## src/fcsi_map.svh

```systemverilog
// register map, field positions, reset values and codes of the flash timing/security bank
`ifndef FCSI_MAP_SVH
`define FCSI_MAP_SVH

// ********************************
// register indices (byte address = 4 * index)
// ********************************
`define FCSI_IDX_DIVIDER        4'h0
`define FCSI_IDX_SECURITY       4'h1
`define FCSI_IDX_CMD_INDEX      4'h2
`define FCSI_IDX_ECC_INDEX      4'h3
`define FCSI_IDX_STATUS         4'h4
`define FCSI_IDX_W              4

// ********************************
// field positions
// ********************************
`define FCSI_DIV_LOADED_BIT     7
`define FCSI_DIV_VALUE_HI       6
`define FCSI_KEYEN_HI           7
`define FCSI_KEYEN_LO           6
`define FCSI_SEC_HI             1
`define FCSI_SEC_LO             0
`define FCSI_INDEX_HI           2
`define FCSI_STAT_CMD_DONE_BIT  0
`define FCSI_STAT_RST_SEQ_BIT   1
`define FCSI_STAT_KEY_EN_BIT    2
`define FCSI_STAT_UNSEC_BIT     3
`define FCSI_STAT_LOADED_BIT    4

// ********************************
// codes and reset values
// ********************************
`define FCSI_KEYEN_ENABLED      2'h2
`define FCSI_SEC_UNSECURED      2'h2
`define FCSI_SECURITY_RST       8'hff
`define FCSI_DIV_RST            7'h00
`define FCSI_INDEX_RST          3'h0
`define FCSI_RESP_OKAY          2'h0
`define FCSI_RESP_SLVERR        2'h2

`endif

```

## src/fcsi_pkg.sv

```systemverilog
// types shared by the flash timing/security register bank
package fcsi_pkg;

   // security byte delivered by the reset-sequence read of the configuration field
   typedef struct packed {
      logic       valid;
      logic       doubleFault;
      logic [7:0] data;
   } fcsi_sec_load_t;

   // state of the register bank, apart from the decoded security flags, the registered timing tick and the divider counter
   typedef struct packed {
      logic       awHeld;
      logic       wHeld;
      logic [3:0] awIndex;
      logic [7:0] wByte;
      logic       wLane0;
      logic       awready;
      logic       wready;
      logic       bvalid;
      logic [1:0] bresp;
      logic       arready;
      logic       rvalid;
      logic [1:0] rresp;
      logic [7:0] rByte;
      logic       dividerLoaded;
      logic [6:0] dividerValue;
      logic [7:0] security;
      logic [2:0] commandIndex;
      logic [2:0] eccIndex;
      logic       stepGo;
   } fcsi_state_t;

   // divider counter state
   typedef struct packed {
      logic [6:0] count;
      logic       tick;
   } fcsi_div_state_t;

endpackage

```

## src/fcsi_clk_div.sv

```systemverilog
// divides the oscillator clock into a one-cycle timing enable pulse
`timescale 1ns/1ps
`include "fcsi_map.svh"

module fcsi_clk_div
   import fcsi_pkg::*;
#(
   parameter int DIV_W = 7
) (
   // clock and reset
   input  wire logic             clk,
   input  wire logic             rst,
   // control
   input  wire logic             enable,
   input  wire logic [DIV_W-1:0] divisor,
   // timing enable
   output logic                  tick
);

   fcsi_div_state_t s;
   fcsi_div_state_t next_s;

   // ********************************
   // counter
   // ********************************
   // a divisor of zero means no usable clock, so no tick is produced
   always_comb begin
      next_s      = s;
      next_s.tick = 1'b0;
      if (!enable || divisor == '0) begin
         next_s.count = '0;
      end else if (s.count >= divisor - 7'h01) begin
         next_s.count = '0;
         next_s.tick  = 1'b1;
      end else begin
         next_s.count = s.count + 7'h01;
      end
   end

   always_ff @(posedge clk) begin
      if (rst) begin
         s <= '0;
      end else begin
         s <= next_s;
      end
   end

   assign tick = s.tick;

endmodule

```

## src/fcsi_regs.sv

```systemverilog
// flash timing divider, security and index register bank behind an AXI4-Lite slave
//
// Our own choice: the AXI4-Lite register port.
`timescale 1ns/1ps
`include "fcsi_map.svh"

module fcsi_regs
   import fcsi_pkg::*;
#(
   parameter int ADDR_W = 8,
   parameter int DIV_W  = 7
) (
   // clock and reset
   input  wire logic                clk,
   input  wire logic                rst,
   // axi4-lite write address channel
   input  wire logic [ADDR_W-1:0]   s_axi_awaddr,
   input  wire logic [2:0]          s_axi_awprot,
   input  wire logic                s_axi_awvalid,
   output logic                     s_axi_awready,
   // axi4-lite write data channel
   input  wire logic [31:0]         s_axi_wdata,
   input  wire logic [3:0]          s_axi_wstrb,
   input  wire logic                s_axi_wvalid,
   output logic                     s_axi_wready,
   // axi4-lite write response channel
   output logic [1:0]               s_axi_bresp,
   output logic                     s_axi_bvalid,
   input  wire logic                s_axi_bready,
   // axi4-lite read address channel
   input  wire logic [ADDR_W-1:0]   s_axi_araddr,
   input  wire logic [2:0]          s_axi_arprot,
   input  wire logic                s_axi_arvalid,
   output logic                     s_axi_arready,
   // axi4-lite read data channel
   output logic [31:0]              s_axi_rdata,
   output logic [1:0]               s_axi_rresp,
   output logic                     s_axi_rvalid,
   input  wire logic                s_axi_rready,
   // flash controller status
   input  wire logic                commandCompleteFlag,
   input  wire logic                resetSequenceActive,
   // security byte load and backdoor unlock
   input  wire fcsi_sec_load_t      securityLoad,
   input  wire logic                backdoorUnsecure,
   // timed step handshake with the algorithm sequencer
   input  wire logic                stepRequest,
   output logic                     stepGo,
   // timing and security outputs
   output logic                     flashTimingTick,
   output logic                     dividerLoadedFlag,
   output logic                     backdoorKeyEnabled,
   output logic                     deviceUnsecured,
   // array word selects
   output logic [2:0]               commandWordIndex,
   output logic [2:0]               eccResultIndex
);

   // ********************************
   // state
   // ********************************
   fcsi_state_t s;
   fcsi_state_t next_s;
   logic        tick;
   logic [3:0]  arIndex;
   logic [7:0]  readByte;
   logic        readHit;
   logic        writeHit;
   logic [7:0]  statusByte;

   // prot is accepted but does not restrict access in this bank
   logic        protUnused;
   assign protUnused = ^{s_axi_awprot, s_axi_arprot, s_axi_wdata[31:8], s_axi_wstrb[3:1]};

   assign arIndex = s_axi_araddr[`FCSI_IDX_W+1:2];

   // ********************************
   // timing clock divider
   // ********************************
   // the divider only runs once a value has been written, so a
   // half-configured clock never reaches the algorithms
   fcsi_clk_div #(
      .DIV_W   (DIV_W)
   ) u_div (
      .clk     (clk),
      .rst     (rst),
      .enable  (s.dividerLoaded),
      .divisor (s.dividerValue),
      .tick    (tick)
   );

   // ********************************
   // read decode
   // ********************************
   always_comb begin
      statusByte = 8'h00;
      statusByte[`FCSI_STAT_CMD_DONE_BIT] = commandCompleteFlag;
      statusByte[`FCSI_STAT_RST_SEQ_BIT]  = resetSequenceActive;
      statusByte[`FCSI_STAT_KEY_EN_BIT]   = backdoorKeyEnabled;
      statusByte[`FCSI_STAT_UNSEC_BIT]    = deviceUnsecured;
      statusByte[`FCSI_STAT_LOADED_BIT]   = s.dividerLoaded;
   end

   always_comb begin
      readByte = 8'h00;
      readHit  = 1'b1;
      if (s_axi_araddr[1:0] != 2'h0) begin
         readHit = 1'b0;
      end else if (arIndex == `FCSI_IDX_DIVIDER) begin
         readByte = {s.dividerLoaded, s.dividerValue};
      end else if (arIndex == `FCSI_IDX_SECURITY) begin
         readByte = s.security;
      end else if (arIndex == `FCSI_IDX_CMD_INDEX) begin
         readByte = {5'h00, s.commandIndex};
      end else if (arIndex == `FCSI_IDX_ECC_INDEX) begin
         readByte = {5'h00, s.eccIndex};
      end else if (arIndex == `FCSI_IDX_STATUS) begin
         readByte = statusByte;
      end else begin
         readHit = 1'b0;
      end
   end

   // ********************************
   // write address check
   // ********************************
   always_comb begin
      writeHit = 1'b0;
      if (s.awIndex == `FCSI_IDX_DIVIDER || s.awIndex == `FCSI_IDX_SECURITY ||
          s.awIndex == `FCSI_IDX_CMD_INDEX || s.awIndex == `FCSI_IDX_ECC_INDEX ||
          s.awIndex == `FCSI_IDX_STATUS) begin
         writeHit = 1'b1;
      end
   end

   // ********************************
   // next state
   // ********************************
   always_comb begin
      next_s        = s;
      next_s.stepGo = 1'b0;

      // write address and data are taken independently, in either order
      if (s_axi_awvalid && s.awready) begin
         next_s.awHeld = 1'b1;
         if (s_axi_awaddr[1:0] != 2'h0) begin
            next_s.awIndex = 4'hf;
         end else begin
            next_s.awIndex = s_axi_awaddr[`FCSI_IDX_W+1:2];
         end
      end
      if (s_axi_wvalid && s.wready) begin
         next_s.wHeld  = 1'b1;
         next_s.wByte  = s_axi_wdata[7:0];
         next_s.wLane0 = s_axi_wstrb[0];
      end

      // response goes out once both halves have been taken
      if (s.awHeld && s.wHeld && !s.bvalid) begin
         next_s.awHeld = 1'b0;
         next_s.wHeld  = 1'b0;
         next_s.bvalid = 1'b1;
         next_s.bresp  = writeHit ? `FCSI_RESP_OKAY : `FCSI_RESP_SLVERR;
         if (s.wLane0) begin
            if (s.awIndex == `FCSI_IDX_DIVIDER) begin
               // accepted even with the command-complete flag low, which
               // covers writes made while the reset sequence runs
               if (!s.dividerLoaded) begin
                  next_s.dividerValue  = s.wByte[`FCSI_DIV_VALUE_HI:0];
                  next_s.dividerLoaded = 1'b1;
               end
            end else if (s.awIndex == `FCSI_IDX_CMD_INDEX) begin
               next_s.commandIndex = s.wByte[`FCSI_INDEX_HI:0];
            end else if (s.awIndex == `FCSI_IDX_ECC_INDEX) begin
               next_s.eccIndex = s.wByte[`FCSI_INDEX_HI:0];
            end
            // security and status take no write: the response is still OKAY
         end
      end else if (s.bvalid && s_axi_bready) begin
         next_s.bvalid = 1'b0;
      end

      // read: one outstanding, answered the cycle after the address
      if (s_axi_arvalid && s.arready) begin
         next_s.rvalid = 1'b1;
         next_s.rByte  = readByte;
         next_s.rresp  = readHit ? `FCSI_RESP_OKAY : `FCSI_RESP_SLVERR;
      end else if (s.rvalid && s_axi_rready) begin
         next_s.rvalid = 1'b0;
      end

      // security byte arrives once from the reset-sequence read
      if (securityLoad.valid) begin
         if (securityLoad.doubleFault) begin
            next_s.security = `FCSI_SECURITY_RST;
         end else begin
            next_s.security = securityLoad.data;
         end
      end else if (backdoorUnsecure && backdoorKeyEnabled) begin
         next_s.security[`FCSI_SEC_HI:`FCSI_SEC_LO] = `FCSI_SEC_UNSECURED;
      end

      // a timed step only starts on a tick of a loaded divider
      if (stepRequest && s.dividerLoaded && tick) begin
         next_s.stepGo = 1'b1;
      end

      next_s.awready = !next_s.awHeld && !next_s.bvalid;
      next_s.wready  = !next_s.wHeld && !next_s.bvalid;
      next_s.arready = !next_s.rvalid;
   end

   // ********************************
   // registers
   // ********************************
   always_ff @(posedge clk) begin
      if (rst) begin
         s              <= '0;
         s.security     <= `FCSI_SECURITY_RST;
         s.dividerValue <= `FCSI_DIV_RST;
         s.commandIndex <= `FCSI_INDEX_RST;
         s.eccIndex     <= `FCSI_INDEX_RST;
      end else begin
         s <= next_s;
      end
   end

   // ********************************
   // decoded security flags and registered timing tick
   // ********************************
   // registered so every output comes from a flip-flop; they lag the
   // security byte by one cycle
   always_ff @(posedge clk) begin
      if (rst) begin
         backdoorKeyEnabled <= 1'b0;
         deviceUnsecured    <= 1'b0;
         flashTimingTick    <= 1'b0;
      end else begin
         backdoorKeyEnabled <= (s.security[`FCSI_KEYEN_HI:`FCSI_KEYEN_LO]
                                == `FCSI_KEYEN_ENABLED);
         deviceUnsecured    <= (s.security[`FCSI_SEC_HI:`FCSI_SEC_LO]
                                == `FCSI_SEC_UNSECURED);
         flashTimingTick    <= tick;
      end
   end

   // ********************************
   // outputs
   // ********************************
   assign s_axi_awready     = s.awready;
   assign s_axi_wready      = s.wready;
   assign s_axi_bvalid      = s.bvalid;
   assign s_axi_bresp       = s.bresp;
   assign s_axi_arready     = s.arready;
   assign s_axi_rvalid      = s.rvalid;
   assign s_axi_rresp       = s.rresp;
   assign s_axi_rdata       = {24'h000000, s.rByte};
   assign stepGo            = s.stepGo;
   assign dividerLoadedFlag = s.dividerLoaded;
   assign commandWordIndex  = s.commandIndex;
   assign eccResultIndex    = s.eccIndex;

endmodule

```

## config.mk

```make
export PLATFORM = sky130hd
export DESIGN_NAME = fcsi_regs
export DESIGN_NICKNAME = d
export VERILOG_FILES = /design/src/fcsi_pkg.sv /design/src/fcsi_clk_div.sv /design/src/fcsi_regs.sv
export VERILOG_INCLUDE_DIRS = /design/src /design/src/src
export SDC_FILE = /design/constraint.sdc
export NUM_CORES = 1
export LEC_CHECK = 0
export BUFFER_PORTS_ARGS = -buffer_cell sky130_fd_sc_hd__buf_2
export CAP_MARGIN = 20
export CORE_MARGIN = 2
export CORE_UTILIZATION = 48
export DETAILED_ROUTE_END_ITERATION = 8
export HOLD_SLACK_MARGIN = 0.12
export PLACE_DENSITY = 0.8
export SKIP_CTS_REPAIR_TIMING = 1
export SKIP_LAST_GASP = 1
export SYNTH_ARGS = -nofsm -noshare
export SYNTH_HDL_FRONTEND = slang
export SYNTH_SLANG_ARGS = --single-unit
```

## constraint.sdc

```tcl
create_clock -name clk -period 2.59 [get_ports clk]
set_input_delay 0.259 -clock clk [delete_from_list [all_inputs] [get_ports clk]]
set_output_delay 0.259 -clock clk [all_outputs]
set_load 0.1 [all_outputs]
```

==> results of run 1 <==
-- stage by stage --
step / total power, mW / util (%) / std cells / setup WS (ns) / instance area (um^2)
2_1_floorplan: 1.38 / - / 368 / 0.553 / 3160
3_3_place_gp: 1.39 / 50.9 / 455 / 0.477 / 3200
3_5_place_dp: 1.40 / 50.9 / 455 / 0.415 / 3200
4_1_cts: 2.33 / 54.4 / 471 / 0.397 / 3420
5_1_grt: 2.40 / 54.4 / 471 / 0.186 / 3420
6_report: 2.31 / 54.4 / 471 / 0.421 / 3420
-- critical path: cells and delay by family (launching register included) --
kind,cells,cell delay (ns)
AND/OR/NAND/NOR,3,0.67
AO/OA/AOI/OAI,3,0.61
XOR/XNOR,1,0.15
adder cells (fa/ha/maj),1,0.31
flip-flops,1,0.37
-- power breakdown --
group	switching, mW	internal [mW]
registers	0.0197	0.996
logic	0.298	0.0627
clock network	0.388	0.542
total	0.706	1.60
-- final timing paths --
path                               startpoint                          end  slack [ns]  cells past startpoint
hold / removal                securityLoad[4]           s[11]$_SDFFE_PP1P_        0.15                      3
setup reg to reg           s[17]$_SDFFE_PP0P_        u_div.s[5]$_SDFF_PP0_        0.42                      8
setup / recovery           s[17]$_SDFFE_PP0P_        u_div.s[5]$_SDFF_PP0_        0.42                      8
hold reg to reg   s_axi_rdata[3]$_SDFFE_PP0P_  s_axi_rdata[3]$_SDFFE_PP0P_        0.45                      2
-- kinds of logic (layout without fill, tap and decap cells) --
logic type | after synthesis | after routing
flops | 63 | 63
buf+inv | 63 | 89
other cells | 1 | 26
mux | 17 | 17
simple gates | 122 | 122
compound gates | 57 | 57
fa+ha+maj | 10 | 10
xor+xnor | 10 | 10
-- sequential cells by signal, summed over array words and instances, names as in the netlist --
name,flops
s_axi_rdata,8
dividerLoadedFlag,1
s,29
s_axi_rvalid,1
eccResultIndex,3
s_axi_awready,1
commandWordIndex,3
s_axi_wready,1
u_div.tick,1
s_axi_bvalid,1
s_axi_rresp,1
deviceUnsecured,1
flashTimingTick,1
backdoorKeyEnabled,1
u_div.s,7
s_axi_arready,1
stepGo,1
s_axi_bresp,1
-- final cells by class --
type	instances	area, um^2	area share (%)
clock buffer	9	124	3.63
clock inverter	7	96.3	2.82
sequential	63	1260	36.9
inverter	6	22.5	0.659
multi-input combinational	242	1480	43.3
tap	77	96.3	2.82
timing repair buffer	67	338	9.89
-- synthesized netlist by cell type, types with 2 or more instances --
cell and n:
buf_4 43, nand4_1 2, o2111a_1 3, mux2i_1 14, xor2_1 4, nor2b_1 7
and2_1 2, a211oi_2 3, and3_1 4, inv_1 6, o21ai_1 3, nand2_1 34
nor3_1 4, o221ai_1 2, a22o_1 2, a21oi_1 17, o22ai_1 11, buf_2 3
nand3_1 2, ha_1 10, clkbuf_1 9, dfxtp_1 63, nor3b_1 5, o21ai_0 4
nand2b_1 9, buf_6 2, a22oi_1 6, nor4_1 4, nand3b_1 2, xnor2_1 6
a31oi_1 2, nor2_1 40, mux2_2 2
-- layout by cell type (no fill, tap or decap), types with 7 or more instances in the layout --
cell type,netlist,routed
nand2_1,34,34
a21oi_1,17,17
clkbuf_8,0,9
o22ai_1,11,11
mux2i_1,14,14
conb_1,1,26
nand2b_1,9,9
ha_1,10,10
nor2_1,40,40
buf_2,3,66
nor2b_1,7,7
dfxtp_1,63,63
-- metal layers --
layer | wire length (um) | GRT usage, % | vias to the layer above
met5 | 0 | 0 | -
met4 | 116 | 4.84 | 0
met3 | 442 | 7.42 | 11
met2 | 2780 | 28.1 | 79
met1 | 2590 | 21.0 | 1080
li1 | - | - | 1206
==> summary.md, run 1 <==
| Metric | Value |
|---|---|
| Unique masters post-synth | 46 |
| Post-Synth Adder-Cell Area | 4.08% |
| Slowest CP cell | dfxtp_1 |
| Via-to-Cell Ratio | 5.04 |
| Slew at the pin closest to its max-slew limit | 0.571 ns |
| Fill cells | between 500 and 600 |
| Proportion of synthesized area in mux cells | under 10% |
| Max clock buf depth | 2 |
| CP startpoint kind | flip-flop |
| Initial Utilization | 48.8% |
| Worst EP arrival | 2.44 ns |
| DR vias | 2376 |
| GR Overflow Total | 0 |
| Die area | 7040 um^2 |
| XOR/XNOR share of the synthesized area | roughly 2.9% |
| Worst IR Drop VDD | 0.522 mV |
| Cell count after synthesis | 343 |
| WHS | 0.147 ns |
| HPWL reported at the end of detailed placement | 4460 um |
| Synth Area in Compound Gates | 12.5% |
| Die Width | ~84 um |
| Hold WC Path Type | input pin to flip-flop |
| Post-Synth Simple-Gate Area | 19.9% |
| Setup Viol. Count Final | 0 |
| Router iterations before antenna repair | 4 |
| Remaining antenna violation count | 0 |
| Die height | 83.9 um |
| Synth warnings | 0 |
| Crit-path max FO | 7 |
| Dominant synthesized flop cell | dfxtp_1 |
| Clock Latency Late Sink | approximately 0.34 ns |
| Largest net degree at the start of global routing | 29 |
| Layout cells sized above 1 | 23.1% |
| ANT cells | 0 |
| CTS H-tree lvls | 3 |
| Nets | 478 |
| Synth area leader | dfxtp_1 |
| Largest family of logic cells by synthesized area | simple AND/OR/NAND/NOR gates |
| # rows | 29 |
| Worst path required time | 2.87 ns |
| Routability Congestion | 0.842 |
| Crit share post-route | 83.7% |
| Tmin final | ~2.2 ns |
| Top Ports | 131 |
| Sequential-to-total area share from yosys stat | 41.2% |
| Post-Syn Area | 3060 um^2 |
| Post-synth EDFFs | 0 |
| Drt first-iter violations | 112 |
| DRC errors left | 0 |
| RSZ-0062 raised after global routing | false |
| Final setup TNS | 0 ns |
| Max Fclk | 461 MHz |
| Overall routing resource usage | 17.3% |
| PwrDens | 675 nW/um^2 |
| Post-Route Skew | 0.00689 ns |
| Crit path cell chain | nor4_1, nand2_1, xor2_1, ha_1, a21oi_1, o21a_1, o2111ai_1, nor2_1 |
| Root Driver | clkbuf_8 |
| Largest stage delay on the critical path | roughly 0.37 ns |
| Ys async rst share | 0% |
| WS Path Type | flip-flop to flip-flop |
| P&R area growth vs syn | 11.6% |
| Status | completed |
| Hold violation count in the final report | 0 |
| Top post-synthesis cells by area | dfxtp_1, buf_4, nor2_1, mux2i_1, nand2_1 |
| Routed wire length | 5930 um |
| CTS clk-pin slew, worst paths | 0.07 ns |
| CTS tree | done |
| # port buffers | 66 |
| Maxcap violations | 0 |
| Num CTS Buffers | 9 |
| Vias in the first global route | 2144 |
| Global-route wire length before repair | 9830 um |
| Worst relative slew slack | about three fifths |
| Yosys top cell area share | roughly two fifths |
| Yosys reg bits | 63 |
| Initial antenna violation count | 0 |
| Leakage | 1.55 nW |
| Max Slew Vio Count | 0 |
| CTS sink cnt | 63 |
| Core Area | roughly 6300 um^2 |
| WL per Instance | 12.6 um |
| CP Capture Type | flip-flop |
| Average cell area after synthesis | about 8.9 um^2 |
(Power assumes the default switching activity.)
==> run 2, diff against run 1 <==
--- a/config.mk
+++ b/config.mk
@@ -6,6 +6,7 @@
 export SDC_FILE = /design/constraint.sdc
 export NUM_CORES = 1
 export LEC_CHECK = 0
+export ABC_AREA = 1
 export BUFFER_PORTS_ARGS = -buffer_cell sky130_fd_sc_hd__buf_2
 export CAP_MARGIN = 20
 export CORE_MARGIN = 2
==> constraint.sdc (replaced) <==
create_clock -name clk -period 2.3 [get_ports clk]
set_input_delay 0.23 -clock clk [delete_from_list [all_inputs] [get_ports clk]]
set_output_delay 0.23 -clock clk [all_outputs]
set_load 0.1 [all_outputs]
==> run 2 against run 1 <==
  * Via count increased by 15%
  * Cell count increased by 18%
  * Sequential cell count unchanged
  * Critical path type unchanged
  * Critical endpoint is now u_div.s[3]$_SDFF_PP0_
  * Hold slack got worse by 0.030 ns
  * Largest cell class unchanged
==> summary.md, run 2 <==
| Metric | Value |
|---|---|
| R2R depth | 10 |
| Worst EP arrival | 2.26 ns |
| Slowest CP cell | ha_1 |
| Max Fclk | 499 MHz |
| Worst R2R Setup Slack | about 0.30 ns |
| Yosys reg bits | 63 |
| Register area | 1260 um^2 |
| Critical Path Start | s[15]$_SDFFE_PP0P_ |
| Synth area leader | dfxtp_1 |
| Max clock buf depth | 2 |
| ANT cells | 0 |
| Critical Path End | u_div.s[3]$_SDFF_PP0_ |
| GR Overflow Total | 0 |
| Setup Viol. Count Final | 0 |
| Hold WC Path Type | input pin to flip-flop |
| CTS sink cnt | 63 |
| RSZ-0062 raised after global routing | false |
| DR vias | 2734 |
| Top-count cell post-synth | nand2_1 |
| Reg-to-Reg Start | s[15]$_SDFFE_PP0P_ |
| Routed wire length | ~6400 um |
| Initial antenna violation count | 0 |
| Die height | between 80 and 90 um |
| Largest net degree at the start of global routing | 34 |
| Final instance area | 3600 um^2 |
| Nets | approximately 560 |
| Drt first-iter violations | 80 |
| Initial Utilization | 49.9% |
| Post-Syn Area | 3170 um^2 |
| Leakage | between 1.5 and 2 nW |
| CTS clk-pin slew, worst paths | 0.07 ns |
| WS Path Type | flip-flop to flip-flop |
| Top post-synthesis cells by area | dfxtp_1, buf_4, nand2_1, inv_1, nor2_1 |
| Yosys top cell area share | 39.8% |
| Synth warnings | 0 |
| DRC errors left | 0 |
| Root Driver | clkbuf_8 |
| Ys async rst share | 0% |
| Largest stage delay on the critical path | 0.32 ns |
| Placed Area | between 3000 and 4000 um^2 |
| Most numerous cell on the critical path | ha_1 |
| Hold violation count in the final report | 0 |
| Multi-input logic area | between 1000 and 1500 um^2 |
| Global-route wire length before repair | 10700 um |
| P&R area growth vs syn | 13.8% |
| Sequential-to-total area share from yosys stat | 39.8% |
| Worst IR Drop VDD | 0.526 mV |
| Final setup TNS | 0 ns |
| Die area | 7260 um^2 |
| PnR worst setup slack | 0.298 ns |
| Worst path required time | approximately 2.6 ns |
| Crit path cell chain | inv_1, ha_1, nand2_1, xor2_1, ha_1, a21oi_1, o21a_1, o211ai_1, buf_4, nor3_1 |
| Hold path cells | 3 |
| Routability Congestion | 0.859 |
| Pre-CTS setup slack | 0.322 ns |
| Crit share post-route | 87.0% |
| Max FFs per register | 29 |
| Overall routing resource usage | 18.3% |
| Router iterations before antenna repair | 4 |
| Num CTS Buffers | 9 |
| Die Width | roughly 85 um |
| Post-Route Skew | about 0.007 ns |
| FF-to-FF End | u_div.s[3]$_SDFF_PP0_ |
| CP Capture Type | flip-flop |
| PwrDens | between 700 and 800 nW/um^2 |
| Unique masters post-synth | 34 |
| Fill cells | 597 |
| Dominant synthesized flop cell | dfxtp_1 |
| HPWL reported at the end of detailed placement | 5010 um |
| # port buffers | 66 |
| WL per Instance | 11.6 um |
| Via-to-Cell Ratio | 4.92 |
| Average cell area after synthesis | 7.54 um^2 |
| Remaining antenna violation count | 0 |
| Biggest register | s |
| # rows | 29 |
| CTS H-tree lvls | 3 |
| Vias in the first global route | 2458 |
| Crit-path max FO | 8 |
| Cell count after synthesis | 420 |
| CTS tree | done |
| Status | completed |
| CP startpoint kind | flip-flop |
| Most common cell after layout, fill and taps aside | nand2_1 |
| Core Area | 6350 um^2 |
| Max Slew Vio Count | 0 |
| Maxcap violations | 0 |
| Most frequent cells in the layout | nand2_1, buf_2, dfxtp_1, inv_1, nor2_1 |
| Most frequent cells after synthesis | nand2_1, dfxtp_1, inv_1, buf_4, nor2_1 |
| Top Ports | 131 |
| Clock Latency Late Sink | between 0.3 and 0.4 ns |
| Post-synth EDFFs | 0 |
| Tmin final | 2.00 ns |
| Layout cells sized above 1 | 20.3% |
==> run 2: changes by cell type after synthesis, moves of 7 or more <==
cell,before,now
nand2b_1,9,0
o21ai_0,4,20
nor3_1,4,13
nand3_1,2,17
nand2_1,34,70
mux2i_1,14,0
inv_1,6,49
o21ai_1,3,14
a21oi_1,17,26
nor2b_1,7,0
==> run 2: stage by stage <==
step	power [mW]	util [%]	hold slack, ns	instances
after floorplan	1.58	-	0.308	445
after global placement	1.62	52.6	0.417	538
after detailed placement	1.62	52.6	0.421	538
after CTS	2.78	56.4	0.108	554
after global routing	2.87	56.7	0.121	556
final	2.76	56.7	0.117	556
==> run 2: per-layer routing <==
metal | vias to the layer above | track usage [%] | part of all wire, % | wire length [um]
met2 | 102 | 29.5 | 47 | 3010
met1 | 1207 | 22.7 | 45 | 2870
li1 | 1417 | - | - | -
met5 | - | 0 | 0 | 0
met4 | 0 | 7.36 | 1.0 | 64
met3 | 8 | 6.03 | 7.5 | 483
==> run 2: where the power goes <==
group	internal (mW)	switching (mW)	total, mW
sequential	1.13	0.0246	1.15
clock	0.745	0.412	1.16
combinational	0.0784	0.371	0.449
==> run 2: logic make-up after synthesis <==
family,Yosys count,synth area share [%]
AND/OR/NAND/NOR,155,22.1
buffers and inverters,103,17.5
AO/OA/AOI/OAI,78,13.7
flip-flops,63,39.8
XOR/XNOR,10,2.77
adder cells (fa/ha/maj),10,3.95
other,1,0.118
==> run 2: final cells by class <==
type / instances / share of cell area, %
clock inverter: 6 / 2.99
multi-input combinational: 279 / 40.0
sequential: 63 / 35.0
timing repair buffer: 70 / 10.1
tap: 77 / 2.67
clock buffer: 10 / 3.82
inverter: 51 / 5.31
==> run 2: how the worst min path moves through the flow <==
stage | from | end | slack (ns)
6_report | stepRequest | stepGo$_SDFF_PP0_ | 0.12
5_1_grt | stepRequest | stepGo$_SDFF_PP0_ | 0.12
4_1_cts | stepRequest | stepGo$_SDFF_PP0_ | 0.11
3_5_place_dp | u_div.tick$_SDFF_PP0_ | flashTimingTick$_SDFF_PP0_ | 0.42
3_3_place_gp | u_div.tick$_SDFF_PP0_ | flashTimingTick$_SDFF_PP0_ | 0.42
2_1_floorplan | rst | s_axi_rresp[1]$_SDFFE_PP0P_ | 0.31
==> run 2: critical path: cells and delay by family (launching register included) <==
kind	cells	cell delay (ns)
adder cells (fa/ha/maj)	2	0.56
XOR/XNOR	1	0.14
AND/OR/NAND/NOR	2	0.21
buffers and inverters	2	0.33
AO/OA/AOI/OAI	3	0.38
flip-flops	1	0.31
